**config.mk**
```make
export PLATFORM = sky130hd
export DESIGN_NAME = dpvd_video_dma
export DESIGN_NICKNAME = d
export VERILOG_FILES = /design/src/shared/dpvd_pkg.sv /design/src/rtl/dpvd_video_dma.sv
export SDC_FILE = /design/constraint.sdc
export NUM_CORES = 1
export LEC_CHECK = 0
export BUFFER_PORTS_ARGS = -buffer_cell sky130_fd_sc_hd__buf_2
export CORE_ASPECT_RATIO = 0.5
export CORE_MARGIN = 2
export CORE_UTILIZATION = 25
export CTS_CLUSTER_DIAMETER = 120
export DETAILED_ROUTE_END_ITERATION = 8
export PLACE_DENSITY = 0.51
export SLEW_MARGIN = 10
export SYNTH_ARGS = -nofsm -noshare
export SYNTH_HDL_FRONTEND = slang
export SYNTH_SLANG_ARGS = --single-unit
```
**constraint.sdc**
```tcl
create_clock -name clk_i -period 3.7 [get_ports clk_i]
set_input_delay 0.555 -clock clk_i [delete_from_list [all_inputs] [get_ports clk_i]]
set_output_delay 0.555 -clock clk_i [all_outputs]
set_load 0.005 [all_outputs]
```
**src/shared/dpvd_pkg.sv**
```systemverilog
// Package for the dual-panel video DMA block: register map, fields, reset values.
// Assumes a 32-bit classic Wishbone register bus and byte addressing.
package dpvd_pkg;
  localparam int ADR_W = 12;
  // Register byte offsets
  localparam logic [ADR_W-1:0] OFF_VIDEO_DMA_CONTROL = 12'h1e0;
  localparam logic [ADR_W-1:0] OFF_FRAME_BUFFER_START = 12'h1c0;
  localparam logic [ADR_W-1:0] OFF_FRAME_BUFFER_END = 12'h1c4;
  localparam logic [ADR_W-1:0] OFF_UPPER_PANEL_INIT_POINTER = 12'h1c8;
  localparam logic [ADR_W-1:0] OFF_LOWER_PANEL_INIT_POINTER = 12'h1cc;
  localparam logic [ADR_W-1:0] OFF_CURSOR_VERTICAL_START = 12'h1d0;
  localparam logic [ADR_W-1:0] OFF_CURSOR_VERTICAL_END = 12'h1d4;
  localparam logic [ADR_W-1:0] OFF_DISPLAY_VERTICAL_START = 12'h1d8;
  localparam logic [ADR_W-1:0] OFF_DISPLAY_VERTICAL_END = 12'h1dc;
  localparam logic [ADR_W-1:0] OFF_DMA_STATUS = 12'h1e4;
  localparam logic [ADR_W-1:0] OFF_LOWER_POINTER_STATUS = 12'h1e8;
  // Field positions
  localparam int CTL_DUAL_BIT = 7;
  localparam int CTL_ENABLE_BIT = 5;
  localparam int PTR_LAST_BIT = 30;
  localparam int CUR_MODE_LO = 13;
  localparam int RASTER_W = 11;
  // Values after reset
  localparam logic [7:0] CTL_RESET = 8'h00;
  localparam logic [31:0] REG_RESET = 32'h0000_0000;
  // Pointer step of one quad-word
  localparam logic [31:0] QW_STEP = 32'h0000_0010;
  // Cursor placement codes
  localparam logic [1:0] CUR_INACTIVE = 2'h0;
  localparam logic [1:0] CUR_UPPER = 2'h1;
  localparam logic [1:0] CUR_LOWER = 2'h2;
  localparam logic [1:0] CUR_STRADDLE = 2'h3;
  typedef enum logic [1:0] {DPVD_IDLE, DPVD_FETCH_UPPER, DPVD_FETCH_LOWER} dpvd_state_type;
endpackage

```
**src/rtl/dpvd_video_dma.sv**
```systemverilog
// Dual-panel video DMA: Wishbone registers, paired quad-word fetch, cursor placement.
// Assumes the video macrocell, memory port and raster count share clk_i.
`timescale 1ns/1ps
// Summary of operation
// - First quad-word of a pair feeds upper half, second the lower half.
// - Block sequences paired fetches; start, end, init programmed as single panel.
// - Cursor start bits 14:13: inactive, upper, lower, straddling; code 0 still places the cursor in the upper half.
// - Normally start and end hold raster counts of cursor first and last line.
// - Straddling: start counts lower panel to end, end counts top to start.
// - Straddling cursor shows lower from display start, upper up to display end.
// - In dual mode quad-word fetches always come as back-to-back pairs.
// - Bit 7 of video DMA control at 0x1e0 selects dual-panel DMA.
// - Each dual service fetches one quad-word per panel, half a buffer apart.
// - Every fetch is a quad-word; pointers advance by 0x10.
module dpvd_video_dma (
  // Clock, reset, enable
  input wire logic clk_i,
  input wire logic rst_i,
  input wire logic ce_i,
  // Wishbone slave
  input wire logic wb_cyc_i,
  input wire logic wb_stb_i,
  input wire logic wb_we_i,
  input wire logic [dpvd_pkg::ADR_W-1:0] wb_adr_i,
  input wire logic [3:0] wb_sel_i,
  input wire logic [31:0] wb_dat_i,
  output logic [31:0] wb_dat_o,
  output logic wb_ack_o,
  // Macrocell video side
  input wire logic frame_sync_i,
  input wire logic video_req_i,
  input wire logic [dpvd_pkg::RASTER_W-1:0] raster_i,
  output logic [127:0] qw_data_o,
  output logic qw_valid_o,
  output logic qw_lower_o,
  output logic cursor_upper_o,
  output logic cursor_lower_o,
  // Memory fetch port
  output logic mem_req_o,
  output logic [31:0] mem_addr_o,
  input wire logic mem_ack_i,
  input wire logic [127:0] mem_rdata_i
);
  import dpvd_pkg::*;

  function automatic logic [31:0] merge_bytes(input logic [31:0] old_v, input logic [31:0] new_v,
                                              input logic [3:0] sel);
    logic [31:0] r;
    r = old_v;
    for (int i = 0; i < 4; i++) begin
      if (sel[i]) begin
        r[i*8 +: 8] = new_v[i*8 +: 8];
      end
    end
    return r;
  endfunction

  // Wrap at the buffer end or when the last flag is set, otherwise step one quad-word
  function automatic logic [31:0] next_ptr(input logic [31:0] p, input logic [31:0] s,
                                           input logic [31:0] e);
    logic [31:0] r;
    r = 32'h0000_0000;
    if (p[PTR_LAST_BIT] || (p[29:4] == e[29:4])) begin
      r[29:4] = s[29:4];
    end else begin
      r = {2'h0, p[29:0]} + QW_STEP;
      r[31:30] = 2'h0;
    end
    return r;
  endfunction

  function automatic logic in_span(input logic [RASTER_W-1:0] r, input logic [RASTER_W-1:0] lo,
                                   input logic [RASTER_W-1:0] hi);
    return (r >= lo) && (r <= hi);
  endfunction

  // Register file
  logic [7:0] ctl_q, ctl_d;
  logic [31:0] fb_start_q, fb_start_d, fb_end_q, fb_end_d;
  logic [31:0] init_up_q, init_up_d, init_lo_q, init_lo_d;
  logic [31:0] cvs_q, cvs_d, cve_q, cve_d, dvs_q, dvs_d, dve_q, dve_d;
  logic ack_q, ack_d;
  logic [31:0] rdat_q, rdat_d;
  // DMA state
  dpvd_state_type state_q, state_d;
  logic [31:0] ptr_up_q, ptr_up_d, ptr_lo_q, ptr_lo_d;
  logic req_q, req_d;
  logic [31:0] addr_q, addr_d;
  logic [127:0] qw_q, qw_d;
  logic qv_q, qv_d, ql_q, ql_d;
  // Cursor state
  logic cu_q, cu_d, cl_q, cl_d;

  logic bus_hit, dual, wr;
  assign bus_hit = wb_cyc_i && wb_stb_i && !ack_q;
  assign wr = bus_hit && wb_we_i;
  assign dual = ctl_q[CTL_DUAL_BIT];

  always_comb begin
    ctl_d = ctl_q;
    fb_start_d = fb_start_q;
    fb_end_d = fb_end_q;
    init_up_d = init_up_q;
    init_lo_d = init_lo_q;
    cvs_d = cvs_q;
    cve_d = cve_q;
    dvs_d = dvs_q;
    dve_d = dve_q;
    ack_d = bus_hit;
    rdat_d = 32'h0000_0000;
    if (wr) begin
      unique case (wb_adr_i)
        OFF_VIDEO_DMA_CONTROL: if (wb_sel_i[0]) ctl_d = wb_dat_i[7:0];
        OFF_FRAME_BUFFER_START: fb_start_d = merge_bytes(fb_start_q, wb_dat_i, wb_sel_i);
        OFF_FRAME_BUFFER_END: fb_end_d = merge_bytes(fb_end_q, wb_dat_i, wb_sel_i);
        OFF_UPPER_PANEL_INIT_POINTER: init_up_d = merge_bytes(init_up_q, wb_dat_i, wb_sel_i);
        OFF_LOWER_PANEL_INIT_POINTER: init_lo_d = merge_bytes(init_lo_q, wb_dat_i, wb_sel_i);
        OFF_CURSOR_VERTICAL_START: cvs_d = merge_bytes(cvs_q, wb_dat_i, wb_sel_i);
        OFF_CURSOR_VERTICAL_END: cve_d = merge_bytes(cve_q, wb_dat_i, wb_sel_i);
        OFF_DISPLAY_VERTICAL_START: dvs_d = merge_bytes(dvs_q, wb_dat_i, wb_sel_i);
        OFF_DISPLAY_VERTICAL_END: dve_d = merge_bytes(dve_q, wb_dat_i, wb_sel_i);
        default: ;
      endcase
    end else if (bus_hit) begin
      // Cursor and display vertical registers are write-only and read as zero
      unique case (wb_adr_i)
        OFF_VIDEO_DMA_CONTROL: rdat_d = {24'h000000, ctl_q};
        OFF_FRAME_BUFFER_START: rdat_d = fb_start_q;
        OFF_FRAME_BUFFER_END: rdat_d = fb_end_q;
        OFF_UPPER_PANEL_INIT_POINTER: rdat_d = init_up_q;
        OFF_LOWER_PANEL_INIT_POINTER: rdat_d = init_lo_q;
        OFF_DMA_STATUS: rdat_d = ptr_up_q | {30'h0, state_q};
        OFF_LOWER_POINTER_STATUS: rdat_d = ptr_lo_q;
        default: rdat_d = 32'h0000_0000;
      endcase
    end
  end

  always_ff @(posedge clk_i) begin
    if (rst_i) begin
      ctl_q <= CTL_RESET;
      fb_start_q <= REG_RESET;
      fb_end_q <= REG_RESET;
      init_up_q <= REG_RESET;
      init_lo_q <= REG_RESET;
      cvs_q <= REG_RESET;
      cve_q <= REG_RESET;
      dvs_q <= REG_RESET;
      dve_q <= REG_RESET;
      ack_q <= 1'b0;
      rdat_q <= REG_RESET;
    end else if (ce_i) begin
      ctl_q <= ctl_d;
      fb_start_q <= fb_start_d;
      fb_end_q <= fb_end_d;
      init_up_q <= init_up_d;
      init_lo_q <= init_lo_d;
      cvs_q <= cvs_d;
      cve_q <= cve_d;
      dvs_q <= dvs_d;
      dve_q <= dve_d;
      ack_q <= ack_d;
      rdat_q <= rdat_d;
    end
  end

  // Paired fetch sequencer; frame sync only reloads between services
  always_comb begin
    state_d = state_q;
    ptr_up_d = ptr_up_q;
    ptr_lo_d = ptr_lo_q;
    req_d = req_q;
    addr_d = addr_q;
    qw_d = qw_q;
    qv_d = 1'b0;
    ql_d = ql_q;
    unique case (state_q)
      DPVD_IDLE: begin
        if (frame_sync_i) begin
          ptr_up_d = init_up_q;
          ptr_lo_d = init_lo_q;
        end else if (video_req_i && ctl_q[CTL_ENABLE_BIT]) begin
          state_d = DPVD_FETCH_UPPER;
          req_d = 1'b1;
          addr_d = {2'h0, ptr_up_q[29:4], 4'h0};
        end
      end
      DPVD_FETCH_UPPER: begin
        if (mem_ack_i) begin
          qw_d = mem_rdata_i;
          qv_d = 1'b1;
          ql_d = 1'b0;
          ptr_up_d = next_ptr(ptr_up_q, fb_start_q, fb_end_q);
          if (dual) begin
            state_d = DPVD_FETCH_LOWER;
            addr_d = {2'h0, ptr_lo_q[29:4], 4'h0};
          end else begin
            state_d = DPVD_IDLE;
            req_d = 1'b0;
          end
        end
      end
      DPVD_FETCH_LOWER: begin
        if (mem_ack_i) begin
          qw_d = mem_rdata_i;
          qv_d = 1'b1;
          ql_d = 1'b1;
          ptr_lo_d = next_ptr(ptr_lo_q, fb_start_q, fb_end_q);
          state_d = DPVD_IDLE;
          req_d = 1'b0;
        end
      end
      default: begin
        state_d = DPVD_IDLE;
        req_d = 1'b0;
      end
    endcase
  end

  always_ff @(posedge clk_i) begin
    if (rst_i) begin
      state_q <= DPVD_IDLE;
      ptr_up_q <= REG_RESET;
      ptr_lo_q <= REG_RESET;
      req_q <= 1'b0;
      addr_q <= REG_RESET;
      qw_q <= '0;
      qv_q <= 1'b0;
      ql_q <= 1'b0;
    end else if (ce_i) begin
      state_q <= state_d;
      ptr_up_q <= ptr_up_d;
      ptr_lo_q <= ptr_lo_d;
      req_q <= req_d;
      addr_q <= addr_d;
      qw_q <= qw_d;
      qv_q <= qv_d;
      ql_q <= ql_d;
    end
  end

  // Cursor placement against the current raster
  logic [1:0] cur_mode;
  logic [RASTER_W-1:0] cvs_r, cve_r, dvs_r, dve_r;
  assign cur_mode = cvs_q[CUR_MODE_LO +: 2];
  assign cvs_r = cvs_q[RASTER_W-1:0];
  assign cve_r = cve_q[RASTER_W-1:0];
  assign dvs_r = dvs_q[RASTER_W-1:0];
  assign dve_r = dve_q[RASTER_W-1:0];

  always_comb begin
    cu_d = 1'b0;
    cl_d = 1'b0;
    unique case (cur_mode)
      CUR_INACTIVE: cu_d = in_span(raster_i, cvs_r, cve_r);
      CUR_UPPER: cu_d = in_span(raster_i, cvs_r, cve_r);
      CUR_LOWER: cl_d = in_span(raster_i, cvs_r, cve_r);
      CUR_STRADDLE: begin
        // Lower half is scanned from its top, so start marks the cursor end there
        cl_d = in_span(raster_i, dvs_r, cvs_r);
        cu_d = in_span(raster_i, cve_r, dve_r);
      end
    endcase
  end

  always_ff @(posedge clk_i) begin
    if (rst_i) begin
      cu_q <= 1'b0;
      cl_q <= 1'b0;
    end else if (ce_i) begin
      cu_q <= cu_d;
      cl_q <= cl_d;
    end
  end

  assign wb_ack_o = ack_q;
  assign wb_dat_o = rdat_q;
  assign mem_req_o = req_q;
  assign mem_addr_o = addr_q;
  assign qw_data_o = qw_q;
  assign qw_valid_o = qv_q;
  assign qw_lower_o = ql_q;
  assign cursor_upper_o = cu_q;
  assign cursor_lower_o = cl_q;
endmodule // dpvd_video_dma

```
---- Word level (Yosys, flattened, before mapping) ----
Cells that the tools add are included.
storage, ports and cells
  bits of input ports ..................... 196
  word-level logic and storage cells ...... 156
  bits in registers ....................... 448
operators by class
  muxes and demuxes ....................... 36
  order comparisons ....................... 6
  bitwise logic cells ..................... 1
  add/sub/neg operators ................... 2
  reductions and logical operators ........ 49
  eq/ne operators ......................... 25
operator list
  operator                                                           number
  32-bit two-way mux                                                 10
  32-bit case mux with 7 select lines                                1
  32-bit case mux with 2 select lines                                3
  12-bit by 9-bit == test with 1-bit output (second input constant)  11
  4-bit AND reduction                                                28
  30-bit by 5-bit adder with 30-bit output (second input constant)   2
  26-bit == test                                                     2
  26-bit two-way mux                                                 2
  11-bit >= comparator                                               3
  11-bit <= comparator                                               3
  32-bit by 2-bit OR with 32-bit output                              1
  2-bit != test (second input constant)                              7
  6-bit AND reduction                                                2
  2-bit two-way mux                                                  5
  1-bit two-way mux                                                  8
  4-bit two-way mux                                                  2
  1-bit logical AND                                                  7
  2-bit == test (second input constant)                              3
  1-bit case mux with 2 select lines                                 3
  2-bit case mux with 3 select lines                                 1
  2-bit nonzero test                                                 3
  5-bit AND reduction                                                1
  2-bit by 1-bit == test with 1-bit output (second input constant)   2
  2-bit zero test                                                    2
  5 further kinds                                                    7

---- Depth between registers and ports, before layout ----
Gate-level depths: netlist (run 1).
  depth after elaboration ................. 5
  mapped depth ............................ 10
  mapped depth without buffers ............ 8

---- Worst setup path after synthesis (run 1) ----
OpenSTA, ideal clock, no wires.
  path type ............................... input to register
  start ................................... in wb_adr_i[9] (netlist name)
  end ..................................... reg fb_end_q[0]
  setup slack ............................. 0.953 ns
  stages on the path ...................... 9
  data required time ...................... 3.572 ns
  arrival time ............................ 2.619 ns
  library setup time ...................... 0.128 ns
  path buffers ............................ 3
  cell sequence ........................... or4b_1 buf_2 or3_1 buf_2 or3_4 buf_6 nor2_8 mux2i_1 nor2_1
between the ends
  longest elaborated chain between the ends .. 2
ends and longest elaborated chain
  element                                    RTL line               source
  from (decl)                                dpvd_video_dma.sv:24   input wire logic [dpvd_pkg::ADR_W-1:0] wb_adr_i,
  12-bit by 9-bit == test with 1-bit output  dpvd_video_dma.sv:112  unique case (wb_adr_i)
  4-bit AND reduction (no line)              -
  to (signal assigned)                       dpvd_video_dma.sv:155  fb_end_q <= fb_end_d;
  to (decl)                                  dpvd_video_dma.sv:79   logic [31:0] fb_start_q, fb_start_d, fb_end_q, fb_end_d;
No other way between the ends.
A chain may end at the register's enable or synchronous reset.

---- Worst setup path after layout (run 1) ----
  start ................................... reg state_q[0]
  end ..................................... reg ptr_up_q[13]
between the ends
  longest elaborated chain between the ends .. 3
  elaborated cells between the ends (all ways) .. 7
  classes of those cells .................. 3 x eq/ne; 1 x mux; 3 x reduce/logical
ends and longest elaborated chain
  element                                                                             RTL line               source
  from (decl)                                                                         dpvd_video_dma.sv:85   dpvd_state_type state_q, state_d;
  from (signal assigned)                                                              dpvd_video_dma.sv:231  state_q <= state_d;
  2-bit by 1-bit == test with 1-bit output / 2-bit zero test (equally long branches)  dpvd_video_dma.sv:177  unique case (state_q)
  2-bit != test (no line) / 2-bit nonzero test (equally long branches)                -
  4-bit AND reduction (no line)                                                       -
  to (signal assigned)                                                                dpvd_video_dma.sv:232  ptr_up_q <= ptr_up_d;
  to (decl)                                                                           dpvd_video_dma.sv:86   logic [31:0] ptr_up_q, ptr_up_d, ptr_lo_q, ptr_lo_d;
Several ways; a longest one is shown, not always the timed one.

==> results.toml, run 1 <==
[setup_path]
r2r-end = "ptr_up_q[13]"
crit_start = "state_q[0]"
r2r_slack_ps = 700
worstPathRequired_ps = 4230
worstRegToRegCells = 7
crit_arrival_ps = 3530
worstSetupPathType = "reg -> reg"
rr_startpoint = "state_q[0]"
start_kind = "register"
path_max_fanout = 12
end_kind = "register"

[die]
die_width_um = 415
rows = 75
dieArea_mm2 = 0.0871
die_h_um = 210
core-area_mm2 = 0.0838
pin_count = 394
start_util_pct = 25.2

[clock_tree]
cts_tree = "built"
postCtsSetupBuffers = 0
hold_buffers = 0
root_buffer = "clkbuf_16"
cts_made_buffers = 47
htreeDepth = 2
cts_max_path_buffers = 3
cts_resized = 0
clock-sinks = 440
insertion_delay_ps = 620
clk_pin_slew_ps = 60

[detailed_routing]
route.detailed.drc = 0
vias_per_cell = 5.01
drt_wl_total_um = 84800
wl_per_cell_um = 21.5
drt_iter0_drc = 2270
dr_total_vias = 19700
ant_nets = 0
dr.pass1.iters = 8

[yosys]
synthesis.area_mm2 = 0.0212
async_flop_share_pct = 0
avgSynthCellArea_um2 = 8.44
postSynthCellCount = 2505
ys_ff_latch = 440
synth-main-ff-cell = "dfxtp_1"
ys_warn_count = 0
seq_area_frac_synth_pct = 41.6
synth_cell_types = 65
synth_enable_flop_cells = 0

[worst_hold_path]
hold_start = "mem_rdata_i[3]"
min_path_type = "in -> reg"
min_path_cells = 3
whs_endpoint = "qw_data_o[3]"

[grt]
antenna_found_initial = 4
grt_max_degree = 115
grt_pass1_vias = 18900
grt.total_usage_pct = 18.6
grt_pass1_wl_um = 125000
grt_overflow = 0

[sta]
fin_tns_setup_ps = 0
finalCriticalPeriod_ps = 3000
rsz0062_at_grt = "false"
tightest_slew_ps = 926
period_share_pct = 81.1
report.final.slew_viol_count = 0
finalSetupViolations = 0
maxSlewHeadroom_pct = 38.3
fmax_mhz = 333
hold_violations = 0
clock_skew_ps = 49.4
fin_hold_ws_ps = 170

[status]
status = "finished clean"

[cells_and_area]
layout-area-overhead-vs-synth_pct = 23.1
final_nets = 3030
final_common_cell = "dfxtp_1"
diodes = 0
final_layout_size_suffix_gt1_share_pct = 20.2
mostFrequentLayoutCells = "dfxtp_1, buf_2, nand2_1, nor2_1, a21oi_1"
fillCellCount = 8909
post-route-cell-area_mm2 = 0.0260

[place]
post-dp-hpwl_um = 61500
io_buffers = 387
gp_congestion = 0.927
placed_cell_area_mm2 = 0.0243

[pwr]
p_per_area_mw_per_mm2 = 405
p_leak_uw = 0.00944
ir_drop_mv = 0.257

[job]
drv_cap = 0
-- routing by layer --
| metal | share of wire [%] | vias to the layer above | track usage, % |
|---|---|---|---|
| met5 | 0.054 | - | 0 |
| met4 | 1.9 | 8 | 4.62 |
| met3 | 7.0 | 128 | 3.63 |
| met2 | 45 | 736 | 29.5 |
| met1 | 46 | 9525 | 25.9 |
| li1 | - | 9327 | - |
-- cells in the mapped netlist (11+ instances only) --
cell type | number | area share (%)
nand3b_1 | 11 | 0.39
buf_1 | 15 | 0.27
a221oi_1 | 31 | 1.3
nand2_1 | 368 | 6.5
a211oi_1 | 46 | 1.6
nand4_1 | 29 | 0.86
a222oi_1 | 35 | 1.7
nand3_1 | 49 | 1.2
a21oi_1 | 240 | 5.7
o22ai_1 | 20 | 0.59
dfxtp_1 | 440 | 42
xnor2_1 | 78 | 3.2
nor2_1 | 263 | 4.7
clkbuf_1 | 190 | 3.4
nor3b_1 | 33 | 1.2
a21o_1 | 18 | 0.64
nor4_1 | 14 | 0.41
nor3_1 | 35 | 0.83
ha_1 | 49 | 2.9
mux2i_1 | 229 | 11
o21ai_0 | 54 | 1.3
xor2_1 | 20 | 0.83
a22oi_1 | 19 | 0.67
inv_1 | 57 | 1.0
and3_1 | 17 | 0.50
-- layout make-up --
type	count	area, um^2	share of cell area (%)
clock inverter	23	345	1.33
sequential	440	8810	33.8
multi-input combinational	1790	11400	43.7
clock buffer	64	1350	5.19
tap	1116	1400	5.36
timing repair buffer	449	2550	9.79
inverter	57	214	0.821
-- worst max-delay path, stage by stage, from the launching register on --
cell and delay, ps:
dfxtp_1 430, inv_1 90, ha_1 310, nand2b_1 430, and4_1 740, and2_0 560, a221oi_1 160, o22ai_1 210
-- state kept, by name (all words and copies together), names as in the netlist, 26 cells and up --
name and count:
qw_data_o 128, fb_end_q 32, fb_start_q 32, init_lo_q 32
init_up_q 32, ptr_lo_q 32, ptr_up_q 32, wb_dat_o 32
mem_addr_o 26
-- worst max-delay path by stage --
stage                         end
CTS                  ptr_up_q[13]
finish               ptr_up_q[13]
detailed placement  init_lo_q[28]
global placement    init_lo_q[29]
floorplan             fb_end_q[0]
global route         ptr_up_q[13]
-- metrics by stage --
step	utilization [%]	total power (uW)	setup slack (ps)	instances
6_report	31.1	10500	699	3939
5_1_grt	31.1	10900	585	3939
4_1_cts	31.1	10700	750	3939
3_5_place_dp	29.1	5400	590	3852
3_3_place_gp	29.1	5400	632	3852
2_1_floorplan	-	5130	953	2510
-- cells by family (layout without fill, tap and decap cells) --
kind of cell / count (synthesis) / count (layout) / synth area share [%]
simple gates: 883 / 883 / 19.4
compound gates: 521 / 521 / 15.7
flops: 440 / 440 / 41.6
buf+inv: 280 / 593 / 5.22
mux: 233 / 233 / 11.0
xor+xnor: 98 / 98 / 4.06
fa+ha+maj: 49 / 49 / 2.90
other cells: 1 / 6 / 0.0177
-- report_power, final --
group	total (uW)	leakage [uW]	switching [uW]	internal (uW)
clock network	5250	0.000828	2180	3070
registers	4750	0.00354	10.7	4740
logic	547	0.00507	365	182
total	10500	0.00944	2550	8000
(Power assumes the default switching activity.)
==> run 2, diff against run 1 <==
--- a/config.mk
+++ b/config.mk
@@ -5,6 +5,7 @@
 export SDC_FILE = /design/constraint.sdc
 export NUM_CORES = 1
 export LEC_CHECK = 0
+export ABC_AREA = 1
 export BUFFER_PORTS_ARGS = -buffer_cell sky130_fd_sc_hd__buf_2
 export CORE_ASPECT_RATIO = 0.5
 export CORE_MARGIN = 2
==> constraint.sdc (replaced) <==
create_clock -name clk_i -period 3 [get_ports clk_i]
set_input_delay 0.45 -clock clk_i [delete_from_list [all_inputs] [get_ports clk_i]]
set_output_delay 0.45 -clock clk_i [all_outputs]
set_load 0.005 [all_outputs]
==> run 2 against run 1 <==
Synthesized area rose by 3.2%; utilization decreased by 0.31 points; flip-flop and latch count is the same; via count is 11% higher; synthesized cell count increased by 25%; critical path type unchanged; largest cell class unchanged; highest routed layer is now met4.
==> results.toml, run 2 <==
[grt]
grt_overflow = 0
grt_max_degree = 129
met3_usage_pct = 3.30
use_met2_pct = 29.9
antenna_found_initial = 0
grt_pass1_wl_um = 126000
grt.total_usage_pct = 17.9
grt_pass1_vias = 20800
top_usage_layer = "met2"
use_met1_pct = 23.4

[cells_and_area]
final_nets = 3687
fin_util_pct = 30.8
largest_register_ffs = 128
fillCellCount = 9448
register_area_mm2 = 0.00881
mostFrequentLayoutCells = "nand2_1, a21oi_1, inv_1, dfxtp_1, o21ai_0"
post-route-cell-area_mm2 = 0.0265
final_layout_size_suffix_gt1_share_pct = 16.7
layout.cells.non_filler = 4647
layout-area-overhead-vs-synth_pct = 21.5
final_common_cell = "nand2_1"
multiInputGateArea_mm2 = 0.0104

[setup_path]
start_kind = "register"
slowest_stage = "dfxtp_1"
slowest_delay_ps = 460
crit_buf_inv = 2
crit_top_cell = "nand3_1"
worstPathRequired_ps = 3540
crit_arrival_ps = 3080
worstSetupPathType = "reg -> reg"
r2r_slack_ps = 460
end_kind = "register"
crit_chain = "inv_1 > nand2_1 > nand2_1 > nor2_1 > nand3_1 > nor2_1 > nand3_4 > buf_4 > nand3_1 > nand3_1 > a21oi_2"
path_max_fanout = 19
cp_top_family = "simple AND/OR/NAND/NOR gates"

[sta]
report.final.slew_viol_count = 0
clock_skew_ps = 25.7
hold_violations = 0
rsz0062_at_grt = "false"
finalSetupViolations = 0
period_share_pct = 84.8
finalCriticalPeriod_ps = 2540
fmax_mhz = 393
maxSlewHeadroom_pct = 32.9
fin_tns_setup_ps = 0
tightest_slew_ps = 1000

[clock_tree]
cts_resized = 0
root_buffer = "clkbuf_16"
cts_tree = "built"
hold_buffers = 0
insertion_delay_ps = 600
clock-sinks = 440
htreeDepth = 2
postCtsSetupBuffers = 0
cts_max_path_buffers = 3
cts_made_buffers = 47
clk_pin_slew_ps = 70

[yosys]
synthesis.area_mm2 = 0.0218
synth-main-ff-cell = "dfxtp_1"
async_flop_share_pct = 0
ys_ff_latch = 440
ys_warn_count = 0
avgSynthCellArea_um2 = 6.97
synth_cell_types = 47
synthTopCellsByCount = "nand2_1, a21oi_1, inv_1, dfxtp_1, o21ai_0"
synth_top_area_share_pct = 40.3
synth_most_common_cell = "nand2_1"
synth_enable_flop_cells = 0
postSynthCellCount = 3131
seq_area_frac_synth_pct = 40.3
synthTopCellsByArea = "dfxtp_1, a21oi_1, o21ai_0"
synth.largest_area_cell = "dfxtp_1"

[die]
start_util_pct = 25.3
core-area_mm2 = 0.0862
pin_count = 394
dieArea_mm2 = 0.0899
rows = 76
die_h_um = 213
die_width_um = 422

[place]
io_buffers = 387
post-dp-hpwl_um = 60900
placed_cell_area_mm2 = 0.0249
gp_congestion = 0.946
place_inst = 4563

[job]
drv_cap = 0

[pwr]
p_per_area_mw_per_mm2 = 558
total_power_uw = 14800
p_leak_uw = 0.0109
ir_drop_mv = 0.318

[detailed_routing]
dr.pass1.iters = 5
drt_wl_total_um = 83900
wl_per_cell_um = 18.1
dr_total_vias = 21900
route.detailed.drc = 0
ant_nets = 0
drt_iter0_drc = 1784
vias_per_cell = 4.71

[status]
status = "finished clean"

[worst_hold_path]
min_path_type = "in -> reg"
-- run 2: per-layer routing --
layer  part of all wire (%)  up-vias
met5                      0        -
met3                    7.0      115
met1                     43    10200
li1                       -    10900
met4                    2.5        0
met2                     47      740
-- run 2: metrics by stage --
stage / hold slack (ps) / setup WS [ps]
6_report: 129 / 457
5_1_grt: 129 / 334
4_1_cts: 94.0 / 502
3_5_place_dp: 433 / 523
3_3_place_gp: 428 / 521
2_1_floorplan: 427 / 1110
-- run 2: power by group --
group	switching, uW	internal, uW	total (uW)	leakage [uW]
Sequential	255	6080	6340	0.00356
Clock	2590	3820	6410	0.000804
Combinational	1360	702	2060	0.00656
Total	4210	10600	14800	0.0109
-- run 2: cell type report --
| type | count | share of cell area (%) |
|---|---|---|
| Sequential cell | 440 | 33.2 |
| Clock inverter | 18 | 1.14 |
| Inverter | 468 | 6.65 |
| Antenna cell | 1 | 0.00943 |
| Tap cell | 1170 | 5.52 |
| Multi-Input combinational cell | 2045 | 39.2 |
| Clock buffer | 65 | 5.07 |
| Timing Repair Buffer | 440 | 9.23 |
-- run 2: tightest hold or removal path, delay by kind of cell --
family	cells	cell delay [ps]
buffers and inverters	2	170
AOI/OAI and AO/OA	1	50
-- run 2: cell families after synthesis --
kind of cell               synth area share, %
AOI/OAI and AO/OA                         24.1
and+or+nand+nor                           18.6
adders and majority gates                 2.81
other                                   0.0172
DFF                                       40.3
buffers and inverters                     12.3
xor gates and xnor gates                  1.93
-- run 2: final timing paths --
check                      from       endpoint  depth (start not counted)
setup reg to reg   ptr_up_q[13]   ptr_up_q[10]                         11
hold / removal     wb_dat_i[11]   fb_end_q[11]                          3
setup / recovery   ptr_up_q[13]   ptr_up_q[10]                         11
hold reg to reg   qw_data_o[43]  qw_data_o[43]                          2
